$ cat src/hdl/sasc_map.svh
// Purpose: register map, field positions and reset values of the scan controller
// Assumes: APB byte addresses, one 32-bit word per register
// Notes:   included by the controller and the testbench
`ifndef SASC_MAP_SVH
`define SASC_MAP_SVH
`define SASC_ADDR_W       16
`define SASC_OFF_CTRL     16'hF800
`define SASC_OFF_IMODE    16'hF804
`define SASC_OFF_TRIG     16'hF808
`define SASC_OFF_CHEN     16'hF80C
`define SASC_OFF_INTV     16'hF810
`define SASC_OFF_ISTAT    16'hF814
`define SASC_OFF_IMASK    16'hF818
`define SASC_NUM_CH       14
`define SASC_CTRL_START   0
`define SASC_CTRL_REPEAT  1
`define SASC_CTRL_STOP    2
`define SASC_IMODE_PERCH  0
`define SASC_IMODE_NOLIM  1
`define SASC_IST_CONV     0
`define SASC_IST_SCAN     1
`define SASC_CHEN_RST     14'h0000
`define SASC_IMODE_RST    2'h0
`define SASC_TRIG_RST     4'h0
`define SASC_INTV_RST     16'h0000
`define SASC_HS_DIV       4
`endif

$ cat src/hdl/sasc_pkg.sv
// Purpose: types shared by the scan controller and its environment
// Assumes: 14 analog channels, channel number fits 4 bits
// Notes:   constants live in sasc_map.svh
package sasc_pkg;
  // Scan sequencer states
  typedef enum logic [1:0] {
    SASC_IDLE = 2'b00,
    SASC_CONV = 2'b01,
    SASC_GAP  = 2'b10
  } sasc_state_t;
  // Request toward the analog core
  typedef struct packed {
    logic       valid;
    logic [3:0] channel;
  } sasc_conv_req_t;
  // Answer from the analog core
  typedef struct packed {
    logic done;
    logic limit_hit;
  } sasc_conv_rsp_t;
endpackage

$ cat src/hdl/sasc_ctrl.sv
// Purpose: channel scan sequencer and interrupt control of a SAR converter
// Assumes: analog core on pclk; it answers a held request with a done pulse
// Notes:   APB slave with no wait state; unmapped access gives pslverr
//
// Implementation choice: register access over APB.
`timescale 1ns/1ps
`include "sasc_map.svh"

module sasc_ctrl #(
  parameter int HS_DIV = `SASC_HS_DIV
) (
  input  wire logic                         pclk,
  input  wire logic                         presetn,
  input  wire logic                         psel,
  input  wire logic                         penable,
  input  wire logic                         pwrite,
  input  wire logic [`SASC_ADDR_W-1:0]      paddr,
  input  wire logic [31:0]                  pwdata,
  output logic      [31:0]                  prdata,
  output logic                              pready,
  output logic                              pslverr,
  output sasc_pkg::sasc_conv_req_t          conv_req,
  input  wire sasc_pkg::sasc_conv_rsp_t     conv_rsp,
  output logic      [3:0]                   trigger_source,
  output logic                              conv_irq_pulse,
  output logic                              irq
);
  import sasc_pkg::*;

  localparam int NCH = `SASC_NUM_CH;

  // Registers
  logic [NCH-1:0]   chen_reg;
  logic [1:0]       imode_reg;
  logic [3:0]       trig_reg;
  logic [15:0]      intv_reg;
  logic             repeat_reg;
  logic [1:0]       istat_reg;
  logic [1:0]       imask_reg;
  logic             running_reg;
  sasc_state_t      state_reg;
  sasc_state_t      state_next;
  logic [3:0]       ch_reg;
  logic [3:0]       ch_next;
  logic [15:0]      gap_reg;
  logic [15:0]      gap_next;
  logic [7:0]       div_reg;
  logic             hs_tick;
  logic [1:0]       istat_next;

  // Lowest enabled channel at or above a start index, found flag on top
  function automatic logic [4:0] find_from(input logic [NCH-1:0] en,
                                           input logic [4:0] from);
    logic [4:0] r;
    r = 5'h00;
    for (int i = NCH - 1; i >= 0; i--) begin
      if (en[i] && (i >= int'(from))) begin
        r = {1'b1, 4'(i)};
      end
    end
    return r;
  endfunction

  // Bus decode
  wire acc     = psel & penable & pready;
  wire wr      = acc & pwrite;
  wire a_ctrl  = (paddr == `SASC_OFF_CTRL);
  wire a_imode = (paddr == `SASC_OFF_IMODE);
  wire a_trig  = (paddr == `SASC_OFF_TRIG);
  wire a_chen  = (paddr == `SASC_OFF_CHEN);
  wire a_intv  = (paddr == `SASC_OFF_INTV);
  wire a_istat = (paddr == `SASC_OFF_ISTAT);
  wire a_imask = (paddr == `SASC_OFF_IMASK);
  wire a_hit   = a_ctrl | a_imode | a_trig | a_chen | a_intv | a_istat | a_imask;

  // Read data selection, reserved bits zero
  wire [31:0] rd_mux =
    a_ctrl  ? {30'h0, repeat_reg, running_reg} :
    a_imode ? {30'h0, imode_reg} :
    a_trig  ? {28'h0, trig_reg} :
    a_chen  ? {18'h0, chen_reg} :
    a_intv  ? {16'h0, intv_reg} :
    a_istat ? {30'h0, istat_reg} :
    a_imask ? {30'h0, imask_reg} : 32'h0000_0000;

  // Software commands
  wire start_cmd = wr & a_ctrl & pwdata[`SASC_CTRL_START];
  wire stop_cmd  = wr & a_ctrl & pwdata[`SASC_CTRL_STOP];

  // Channel search results
  wire [4:0] first_hit = find_from(chen_reg, 5'h00);
  wire [4:0] next_hit  = find_from(chen_reg, 5'(ch_reg) + 5'h01);
  wire       done      = (state_reg == SASC_CONV) & conv_rsp.done;
  wire       last_ch   = ~next_hit[4];

  wire point_evt = imode_reg[`SASC_IMODE_PERCH] ? done : (done & last_ch);
  wire qual_evt  = point_evt &
                   (imode_reg[`SASC_IMODE_NOLIM] | conv_rsp.limit_hit);
  wire scan_evt  = done & last_ch;

  // Sticky status, set wins over clear
  wire [1:0] clr_bits = (wr & a_istat) ? pwdata[1:0] : 2'h0;
  assign istat_next = (istat_reg & ~clr_bits) | {scan_evt, qual_evt};

  // High-speed clock enable from divider
  assign hs_tick = (div_reg == 8'(HS_DIV - 1));

  // Sequencer next state
  always_comb begin
    state_next = state_reg;
    ch_next    = ch_reg;
    gap_next   = gap_reg;
    unique case (state_reg)
      SASC_IDLE: begin
        if (start_cmd && first_hit[4]) begin
          state_next = SASC_CONV;
          ch_next    = first_hit[3:0];
        end
      end
      SASC_CONV: begin
        if (stop_cmd) begin
          state_next = SASC_IDLE;
        end else if (done && !last_ch) begin
          ch_next = next_hit[3:0];
        end else if (done && repeat_reg) begin
          state_next = SASC_GAP;
          gap_next   = intv_reg;
        end else if (done) begin
          state_next = SASC_IDLE;
        end
      end
      SASC_GAP: begin
        if (stop_cmd || !first_hit[4]) begin
          state_next = SASC_IDLE;
        end else if (gap_reg == 16'h0000) begin
          state_next = SASC_CONV;
          ch_next    = first_hit[3:0];
        end else if (hs_tick) begin
          gap_next = gap_reg - 16'h0001;
        end
      end
      default: begin
        state_next = SASC_IDLE;
      end
    endcase
  end

  // APB answer, no wait state
  always_ff @(posedge pclk or negedge presetn) begin
    if (!presetn) begin
      pready  <= 1'b0;
      pslverr <= 1'b0;
    end else begin
      pready  <= psel & ~penable;
      pslverr <= psel & ~penable & ~a_hit;
    end
  end

  // Read data, zero outside the access cycle
  always_ff @(posedge pclk or negedge presetn) begin
    if (!presetn) begin
      prdata <= 32'h0000_0000;
    end else begin
      prdata <= (psel & ~penable & ~pwrite) ? rd_mux : 32'h0000_0000;
    end
  end

  always_ff @(posedge pclk or negedge presetn) begin
    if (!presetn) begin
      chen_reg <= `SASC_CHEN_RST;
    end else if (wr && a_chen) begin
      chen_reg <= pwdata[NCH-1:0];
    end
  end

  // Interrupt timing mode
  always_ff @(posedge pclk or negedge presetn) begin
    if (!presetn) begin
      imode_reg <= `SASC_IMODE_RST;
    end else if (wr && a_imode) begin
      imode_reg <= pwdata[1:0];
    end
  end

  always_ff @(posedge pclk or negedge presetn) begin
    if (!presetn) begin
      trig_reg <= `SASC_TRIG_RST;
    end else if (wr && a_trig) begin
      trig_reg <= pwdata[3:0];
    end
  end

  // Scan interval setting
  always_ff @(posedge pclk or negedge presetn) begin
    if (!presetn) begin
      intv_reg <= `SASC_INTV_RST;
    end else if (wr && a_intv) begin
      intv_reg <= pwdata[15:0];
    end
  end

  // Repeat flag, written with every control write
  always_ff @(posedge pclk or negedge presetn) begin
    if (!presetn) begin
      repeat_reg <= 1'b0;
    end else if (wr && a_ctrl) begin
      repeat_reg <= pwdata[`SASC_CTRL_REPEAT];
    end
  end

  // Interrupt mask
  always_ff @(posedge pclk or negedge presetn) begin
    if (!presetn) begin
      imask_reg <= 2'h0;
    end else if (wr && a_imask) begin
      imask_reg <= pwdata[1:0];
    end
  end

  // Sequencer state, channel and gap counter
  always_ff @(posedge pclk or negedge presetn) begin
    if (!presetn) begin
      state_reg <= SASC_IDLE;
      ch_reg    <= 4'h0;
      gap_reg   <= 16'h0000;
    end else begin
      state_reg <= state_next;
      ch_reg    <= ch_next;
      gap_reg   <= gap_next;
    end
  end

  // High-speed clock divider
  always_ff @(posedge pclk or negedge presetn) begin
    if (!presetn) begin
      div_reg <= 8'h00;
    end else begin
      div_reg <= hs_tick ? 8'h00 : div_reg + 8'h01;
    end
  end

  // Running flag, read back by software
  always_ff @(posedge pclk or negedge presetn) begin
    if (!presetn) begin
      running_reg <= 1'b0;
    end else begin
      running_reg <= (state_next != SASC_IDLE);
    end
  end

  // Request toward the analog core, low for a cycle after done
  always_ff @(posedge pclk or negedge presetn) begin
    if (!presetn) begin
      conv_req <= '0;
    end else begin
      conv_req.valid   <= (state_next == SASC_CONV) & ~done;
      conv_req.channel <= ch_next;
    end
  end

  // Trigger select copy to the pin
  always_ff @(posedge pclk or negedge presetn) begin
    if (!presetn) begin
      trigger_source <= 4'h0;
    end else begin
      trigger_source <= trig_reg;
    end
  end

  // Sticky status bits
  always_ff @(posedge pclk or negedge presetn) begin
    if (!presetn) begin
      istat_reg <= 2'h0;
    end else begin
      istat_reg <= istat_next;
    end
  end

  always_ff @(posedge pclk or negedge presetn) begin
    if (!presetn) begin
      conv_irq_pulse <= 1'b0;
    end else begin
      conv_irq_pulse <= qual_evt;
    end
  end

  // Level interrupt from masked status
  always_ff @(posedge pclk or negedge presetn) begin
    if (!presetn) begin
      irq <= 1'b0;
    end else begin
      irq <= |(istat_next & imask_reg);
    end
  end

endmodule

$ cat config.mk
export PLATFORM = sky130hd
export DESIGN_NAME = sasc_ctrl
export DESIGN_NICKNAME = d
export VERILOG_FILES = /design/src/hdl/sasc_pkg.sv /design/src/hdl/sasc_ctrl.sv
export VERILOG_INCLUDE_DIRS = /design/src /design/src/hdl
export SDC_FILE = /design/constraint.sdc
export NUM_CORES = 1
export LEC_CHECK = 0
export ABC_AREA = 0
export BUFFER_PORTS_ARGS = -buffer_cell sky130_fd_sc_hd__buf_2
export CAP_MARGIN = 20
export CORE_MARGIN = 4
export CORE_UTILIZATION = 60
export CTS_BUF_LIST = sky130_fd_sc_hd__clkbuf_2 sky130_fd_sc_hd__clkbuf_4 sky130_fd_sc_hd__clkbuf_8
export DETAILED_ROUTE_END_ITERATION = 16
export MAX_ROUTING_LAYER = met4
export PLACE_DENSITY = 0.93
export SETUP_SLACK_MARGIN = 0.5
export SLEW_MARGIN = 25
export SYNTH_ARGS = -nofsm -noshare
export SYNTH_HDL_FRONTEND = slang
export SYNTH_SLANG_ARGS = --single-unit
export TNS_END_PERCENT = 1
$ cat constraint.sdc
create_clock -name pclk -period 6.58 [get_ports pclk]
set_input_delay 0.658 -clock pclk [delete_from_list [all_inputs] [get_ports pclk]]
set_output_delay 0.658 -clock pclk [all_outputs]
set_load 0.005 [all_outputs]
==> impl_metrics.sql, run 1 <==
INSERT INTO impl_metrics (metric_group, metric, value, unit) VALUES
('setup_path', 'worst-r2r-cell-count', '8', ''),
('placement', 'detailed_place_hpwl', '9.37', 'mm'),
('timing', 'timing_hold_violations_final', '0', ''),
('clock_network', 'cts_tree', 'yes', ''),
('layout', 'final_util', '66.6', '%'),
('setup_path', 'critPathKind', 'register to register', ''),
('synthesis', 'synth_enable_flop_cells', '0', ''),
('timing', 'slew_headroom', '41.8', '%'),
('drt', 'viasPerCell', '6.44', ''),
('die', 'initial_core_util', '61.2', '%'),
('layout', 'final_nets', '651', ''),
('power', 'switching_share', '34.3', '%'),
('power', 'power.density_cell_area', '254', 'nW/um2'),
('setup_path', 'critPathArrivalTime', '3820', 'ps'),
('timing', 'fin_crit_sh', '54.3', '%'),
('placement', 'gpl.final_weighted_congestion', '0.953', ''),
('drt', 'router_iterations_before_antenna_repair', '5', ''),
('setup_path', 'reg2reg_from', 'conv_req[0]$_DFFE_PN0P_', ''),
('die', 'ioPinCount', '100', ''),
('timing', 'fin_tns_setup', '0', 'ps'),
('global_routing', 'total_grt_overflow', '0', ''),
('synthesis', 'async_flop_share', '100', '%'),
('hold_path', 'holdCritPathClass', 'primary input to async pin', ''),
('global_routing', 'gr_util_all_layers', '26.8', '%'),
('drt', 'via_count', '4524', ''),
('drt', 'route.detailed.wl_per_inst', '18.9', 'um'),
('setup_path', 'startpoint_type', 'register', ''),
('setup_path', 'worstSetupEndpointType', 'register', ''),
('layout', 'n_fill_cell', '674', ''),
('timing', 'fmaxAchievable', '280', 'MHz'),
('power', 'comb_power_share', '27.5', '%'),
('clock_network', 'cts.clk_slew.worst_paths', '100', 'ps'),
('clock_network', 'post-cts-setup-buffer-count', '0', ''),
('setup_path', 'critical_path.reg2reg.endpoint', 'conv_req[3]$_DFFE_PN0P_', ''),
('synthesis', 'synth.yosys.seq_area_share', '45.7', '%'),
('clock_network', 'cts_num_sinks', '97', ''),
('clock_network', 'clk_root_buffer_cell', 'clkbuf_8', ''),
('power', 'pwr-share-clk', '27.3', '%'),
('timing', 'clock_skew', '9.46', 'ps'),
('power', 'power.ir.vdd_worst', '160', 'uV'),
('clock_network', 'cts_made_buffers', '9', ''),
('global_routing', 'pin_count_of_the_biggest_net_entering_global_routing', '51', ''),
('setup_path', 'max_fanout_on_critical_path', '17', ''),
('layout', 'final-seq-area', '2430', 'um2'),
('power', 'p_int', '965', 'uW'),
('synthesis', 'syn_area', '5310', 'um2'),
('clock_network', 'cts.repair.resized', '0', ''),
('drt', 'count_of_routing_violations_after_the_opening_detailed_route_iteration', '389', ''),
('synthesis', 'synth_seq_cells', '97', ''),
('clock_network', 'clock_latency', '360', 'ps'),
('timing', 'min_period', '3570', 'ps'),
('layout', 'drive_gt1_share', '23.5', '%'),
('power', 'leakagePower', '2.65', 'nW'),
('clock_network', 'ctsLongestPathBuffers', '2', ''),
('job', 'maxCapViolations', '0', ''),
('layout', 'area.growth.synth_to_final', '8.86', '%'),
('synthesis', 'post_synth_num_cell_types', '73', ''),
('power', 'netSwitchingPower', '503', 'uW'),
('global_routing', 'grt_antenna_before_repair', '0', ''),
('power', 'p_total', '1.47', 'mW'),
('timing', 'worst_pin_slew', '866', 'ps'),
('timing', 'rsz0062_at_grt', 'no', ''),
('drt', 'route.detailed.drc', '0', ''),
('drt', 'drt.antenna.violating_nets', '0', ''),
('power', 'sequentialPowerShare', '45.2', '%'),
('die', 'floorplan.die_area', '10400', 'um2'),
('clock_network', 'htree_levels', '3', ''),
('die', 'fp.coreArea', '8680', 'um2'),
('synthesis', 'post_syn_area_per_cell', '9.84', 'um2'),
('clock_network', 'cts.hold.buffers_added', '0', ''),
('drt', 'wl', '13.3', 'mm'),
('synthesis', 'synth-warning-count', '0', ''),
('die', 'die_height', '102', 'um'),
('global_routing', 'via_count_of_the_first_global_routing_pass', '4504', ''),
('status', 'status', 'finished, final reports clean', ''),
('timing', 'final_slew_viol_count', '0', ''),
('global_routing', 'global_route_wire_length_before_repair', '21.6', 'mm'),
('layout', 'multiInputGateArea', '2610', 'um2'),
('placement', 'buffer_ports.inserted', '67', ''),
('layout', 'n_antenna_cell', '0', ''),
('die', 'fp.dieW', '102', 'um'),
('die', 'placementRows', '34', ''),
('setup_path', 'crit_required', '6820', 'ps'),
('setup_path', 'worst-r2r-setup-slack', '3010', 'ps'),
('synthesis', 'yosys_most_used_dff', 'dfrtp_1', ''),
('timing', 'timing.final.setup_violations', '0', ''),
('synthesis', 'synth_cells', '540', '');
-- power by group through the flow --
stage                     Clock [mW]  Sequential (mW)  Combinational, mW
after detailed placement           0            0.675              0.391
final                          0.400            0.664              0.404
after floorplan                    0            0.658              0.318
after global routing           0.431            0.669              0.440
after CTS                      0.400            0.663              0.395
after global placement             0            0.673              0.375
-- synthesized netlist by cell type, types with 7 or more instances --
cell	instances	share of area, %
nand2b_1	9	1.1
inv_1	14	0.99
a21oi_1	12	1.1
and3_1	7	0.82
nor2_1	45	3.2
clkbuf_1	18	1.3
o21ai_0	27	2.5
dfrtp_1	97	46
a22oi_1	13	1.8
nor2b_1	7	0.82
nand3_1	21	2.0
nand4_1	8	0.94
buf_4	17	2.4
a31oi_1	14	1.6
mux2_2	35	7.4
nor3_1	15	1.4
a21oi_2	10	1.6
nor4_1	8	0.94
nand2_1	42	3.0
-- layout by cell type (no fill, tap or decap), types with 6 or more instances in the layout --
master,count
nand2_1,42
dfrtp_1,97
nor2_1,45
buf_2,66
nor2b_1,6
and3_1,7
mux2_2,35
a21oi_1,12
xnor2_1,6
o21ai_1,6
o22ai_1,6
nand2b_1,9
o21ai_0,27
nand4_1,8
inv_1,14
a21oi_2,10
nand3_1,21
a31oi_1,14
a22oi_1,13
nor4_1,8
conb_1,16
nor3_1,15
clkbuf_8,9
a211oi_1,6
-- routing by layer --
layer  vias to the layer above  track usage, %  part of all wire [%]
li1                       2055               -                     -
met1                      2190            34.0                    41
met2                       251            44.1                    49
met3                        28            3.96                   8.5
met4                         0            9.49                   1.8
met5                         -               -                     0
-- worst max path at each step --
stage	from	slack, ps	cells after the start	to
after floorplan	conv_req[0]$_DFFE_PN0P_	3670	10	conv_req[0]$_DFFE_PN0P_
after global placement	paddr[5]	2960	7	chen_reg[7]$_DFFE_PN0P_
after detailed placement	paddr[5]	2830	7	chen_reg[8]$_DFFE_PN0P_
after CTS	conv_req[0]$_DFFE_PN0P_	3060	8	conv_req[3]$_DFFE_PN0P_
after global routing	conv_req[0]$_DFFE_PN0P_	2860	8	gap_reg[1]$_DFFE_PN0P_
final	conv_req[0]$_DFFE_PN0P_	3010	8	conv_req[3]$_DFFE_PN0P_
-- logic make-up after synthesis --
family,Yosys count,synth area share [%]
fa+ha+maj,5,1.18
other cells,1,0.0706
compound gates,136,17.7
flops,97,45.7
xor+xnor,7,1.15
simple gates,194,19.4
buf+inv,59,6.24
mux,41,8.62
-- final cells by class --
type                    instances  area share [%]
well taps                     108            2.34
multi-input cells             399            45.2
repair buffers                 70            6.23
flip-flops and latches         97            42.0
clock buffers                  10            2.27
inverters                      14           0.909
clock inverters                 5            1.10
-- critical path, stage by stage (launching register included) --
cell,delay [ps]
dfrtp_1,510
ha_1,490
or3_4,450
o21a_1,220
o31a_1,340
nor3_4,260
a21bo_1,550
a21o_2,290
mux2_1,330
-- stage by stage --
step	std cells	hold WS, ps	instance area, um2	worst slack (ps)
after CTS	703	306	5780	3060
final	703	278	5780	3010
after floorplan	555	362	5370	3670
after detailed placement	688	389	5590	2830
after global routing	703	318	5780	2860
after global placement	688	382	5590	2960
Power figures use the tool's default switching activity.
==> inputs of run 2 (changes only) <==
--- a/config.mk
+++ b/config.mk
@@ -6,15 +6,15 @@
 export SDC_FILE = /design/constraint.sdc
 export NUM_CORES = 1
 export LEC_CHECK = 0
-export ABC_AREA = 0
+export ABC_AREA = 1
 export BUFFER_PORTS_ARGS = -buffer_cell sky130_fd_sc_hd__buf_2
 export CAP_MARGIN = 20
 export CORE_MARGIN = 4
-export CORE_UTILIZATION = 60
+export CORE_UTILIZATION = 58
 export CTS_BUF_LIST = sky130_fd_sc_hd__clkbuf_2 sky130_fd_sc_hd__clkbuf_4 sky130_fd_sc_hd__clkbuf_8
 export DETAILED_ROUTE_END_ITERATION = 16
 export MAX_ROUTING_LAYER = met4
-export PLACE_DENSITY = 0.93
+export PLACE_DENSITY = 0.91
 export SETUP_SLACK_MARGIN = 0.5
 export SLEW_MARGIN = 25
 export SYNTH_ARGS = -nofsm -noshare
==> constraint.sdc (replaced) <==
create_clock -name pclk -period 3.7 [get_ports pclk]
set_input_delay 0.37 -clock pclk [delete_from_list [all_inputs] [get_ports pclk]]
set_output_delay 0.37 -clock pclk [all_outputs]
set_load 0.005 [all_outputs]
==> impl_metrics.sql, run 2 <==
INSERT INTO impl_metrics (metric_group, metric, value, unit) VALUES
('setup_path', 'critPathArrivalTime', '2970', 'ps'),
('layout', 'multiInputGateArea', '2300', 'um2'),
('drt', 'wl', '12.6', 'mm'),
('global_routing', 'gr_util_all_layers', '25.6', '%'),
('drt', 'route.detailed.drc', '0', ''),
('global_routing', 'via_count_of_the_first_global_routing_pass', '4510', ''),
('clock_network', 'cts.clk_slew.worst_paths', '110', 'ps'),
('hold_path', 'holdCritPathClass', 'primary input to async pin', ''),
('layout', 'area.growth.synth_to_final', '10.4', '%'),
('drt', 'via_count', '4835', ''),
('timing', 'min_period', '2690', 'ps'),
('layout', 'n_fill_cell', '701', ''),
('layout', 'stdcell_count', '864', ''),
('setup_path', 'worst-r2r-setup-slack', '1010', 'ps'),
('setup_path', 'reg2reg_from', 'conv_req[0]$_DFFE_PN0P_', ''),
('global_routing', 'pin_count_of_the_biggest_net_entering_global_routing', '73', ''),
('power', 'power.ir.vdd_worst', '276', 'uV'),
('global_routing', 'total_grt_overflow', '0', ''),
('timing', 'slew_headroom', '37.0', '%'),
('drt', 'viasPerCell', '5.60', ''),
('setup_path', 'critPathCapture', 'gap_reg[14]$_DFFE_PN0P_', ''),
('synthesis', 'synth_top_cell_area_share', '46.2', '%'),
('setup_path', 'startpoint_type', 'register', ''),
('power', 'p_total', '2.00', 'mW'),
('timing', 'rsz0062_at_grt', 'no', ''),
('placement', 'gpl.final_weighted_congestion', '0.936', ''),
('setup_path', 'max_fanout_on_critical_path', '21', ''),
('clock_network', 'clk_root_buffer_cell', 'clkbuf_8', ''),
('clock_network', 'clock_latency', '390', 'ps'),
('synthesis', 'synth_seq_cells', '97', ''),
('drt', 'drt.antenna.violating_nets', '0', ''),
('clock_network', 'cts_made_buffers', '9', ''),
('synthesis', 'async_flop_share', '100', '%'),
('die', 'floorplan.die_area', '10600', 'um2'),
('synthesis', 'netlist.top_cell.by_area', 'dfrtp_1', ''),
('timing', 'timing.final.setup_violations', '0', ''),
('clock_network', 'ctsLongestPathBuffers', '2', ''),
('global_routing', 'global_route_wire_length_before_repair', '20.7', 'mm'),
('layout', 'drive_gt1_share', '15.3', '%'),
('clock_network', 'post-cts-setup-buffer-count', '0', ''),
('synthesis', 'post_synth_num_cell_types', '41', ''),
('setup_path', 'setup.worst_path.start', 'conv_req[0]$_DFFE_PN0P_', ''),
('job', 'maxCapViolations', '0', ''),
('setup_path', 'critical_path.reg2reg.endpoint', 'gap_reg[14]$_DFFE_PN0P_', ''),
('layout', 'final_util', '66.2', '%'),
('timing', 'worst_pin_slew', '943', 'ps'),
('power', 'leakagePower', '2.99', 'nW'),
('timing', 'clock_skew', '15.4', 'ps'),
('die', 'initial_core_util', '60.0', '%'),
('clock_network', 'cts.repair.resized', '0', ''),
('layout', 'n_antenna_cell', '0', ''),
('power', 'power.density_cell_area', '344', 'nW/um2'),
('placement', 'buffer_ports.inserted', '67', ''),
('synthesis', 'synth.yosys.seq_area_share', '46.2', '%'),
('layout', 'mostFrequentLayoutCell', 'nand2_1', ''),
('drt', 'count_of_routing_violations_after_the_opening_detailed_route_iteration', '410', ''),
('synthesis', 'post_synth_main_area_contributors', 'dfrtp_1 46%, nand2_1 11%, inv_1 6.9%, o21ai_0 6.0%, nor2_1 5.7%', ''),
('layout', 'layout_common_cells', '152 x nand2_1, 97 x dfrtp_1, 96 x inv_1', ''),
('die', 'die_height', '103', 'um'),
('synthesis', 'syn_area', '5250', 'um2'),
('synthesis', 'synth-warning-count', '0', ''),
('die', 'placementRows', '34', ''),
('clock_network', 'cts_tree', 'yes', ''),
('die', 'fp.dieW', '103', 'um'),
('clock_network', 'cts_num_sinks', '97', ''),
('timing', 'fin_crit_sh', '72.8', '%'),
('timing', 'final_slew_viol_count', '0', ''),
('status', 'status', 'finished, final reports clean', ''),
('global_routing', 'grt_antenna_before_repair', '0', ''),
('synthesis', 'post_syn_area_per_cell', '7.68', 'um2'),
('synthesis', 'synth_most_common_cell', 'nand2_1', ''),
('synthesis', 'synth_cells', '684', ''),
('setup_path', 'critPathKind', 'register to register', ''),
('synthesis', 'yosys_most_used_dff', 'dfrtp_1', ''),
('synthesis', 'netlist_top_cells_count', '152 x nand2_1, 97 x dfrtp_1, 96 x inv_1', ''),
('clock_network', 'htree_levels', '3', ''),
('placement', 'cell_count_post_placement', '848', ''),
('die', 'fp.coreArea', '8760', 'um2'),
('timing', 'fin_tns_setup', '0', 'ps'),
('clock_network', 'cts.hold.buffers_added', '0', ''),
('synthesis', 'synth_enable_flop_cells', '0', ''),
('placement', 'detailed_place_hpwl', '9.23', 'mm'),
('setup_path', 'worstSetupEndpointType', 'register', ''),
('timing', 'fmaxAchievable', '371', 'MHz'),
('die', 'ioPinCount', '100', ''),
('drt', 'route.detailed.wl_per_inst', '14.6', 'um'),
('drt', 'router_iterations_before_antenna_repair', '6', ''),
('timing', 'timing_hold_violations_final', '0', ''),
('setup_path', 'crit_required', '3980', 'ps'),
('layout', 'final_nets', '811', ''),
('setup_path', 'worst-r2r-cell-count', '13', ''),
('layout', 'final-seq-area', '2430', 'um2');
run 2: final cells by class:
type | instances | share of cell area [%]
clock buffer | 9 | 2.14
clock inverter | 7 | 1.23
inverter | 99 | 6.45
multi-input combinational | 473 | 39.7
sequential | 97 | 41.8
tap | 108 | 2.33
timing repair buffer | 71 | 6.34
run 2: worst min path at each step:
stage                            start                          end  slack (ps)
6_report                       presetn         div_reg[6]$_DFF_PN0_         100
5_1_grt                        presetn         div_reg[7]$_DFF_PN0_         150
4_1_cts                        presetn          prdata[0]$_DFF_PN0_         130
3_5_place_dp   trig_reg[2]$_DFFE_PN0P_  trigger_source[2]$_DFF_PN0_         400
3_3_place_gp   trig_reg[2]$_DFFE_PN0P_  trigger_source[2]$_DFF_PN0_         390
2_1_floorplan                  presetn      chen_reg[0]$_DFFE_PN0P_          70
run 2: critical path: stages (launching register included):
cell,delay [ps]
dfrtp_1,520
ha_1,420
nor3_1,300
a211oi_2,130
nor2_1,130
nand2_1,90
nor3_2,210
nand2_2,110
nand2_2,110
nand2_4,130
inv_4,240
nand2_1,90
nand2_1,60
nand2_1,40
run 2: metrics by stage:
step	worst slack [ps]	hold slack [ps]	area, um2
6_report	1010	96.9	5800
5_1_grt	696	154	5800
4_1_cts	1010	127	5800
3_5_place_dp	1040	397	5610
3_3_place_gp	1090	391	5610
2_1_floorplan	1460	74.4	5310
run 2: cell families (layout without fill, tap and decap cells):
kind of cell / after synthesis / count (layout) / synth area share, %
mux: 1 / 1 / 0.191
other cells: 1 / 16 / 0.0714
fa+ha+maj: 5 / 5 / 1.19
compound gates: 144 / 144 / 15.8
simple gates: 300 / 300 / 24.3
xor+xnor: 7 / 7 / 1.17
flops: 97 / 97 / 46.2
buf+inv: 129 / 186 / 11.1
run 2: routing by layer:
metal / track usage (%) / wire length, um / vias to the layer above
li1: - / - / 2306
met1: 33.5 / 5080 / 2266
met5: - / 0 / -
met2: 40.3 / 6320 / 225
met4: 9.46 / 268 / 0
met3: 4.63 / 973 / 38
run 2: report_power, final:
group | total [mW] | internal [mW] | switching, mW
registers | 1.10 | 1.08 | 0.0254
logic | 0.192 | 0.0664 | 0.126
clock network | 0.705 | 0.267 | 0.438
total | 2.00 | 1.41 | 0.589
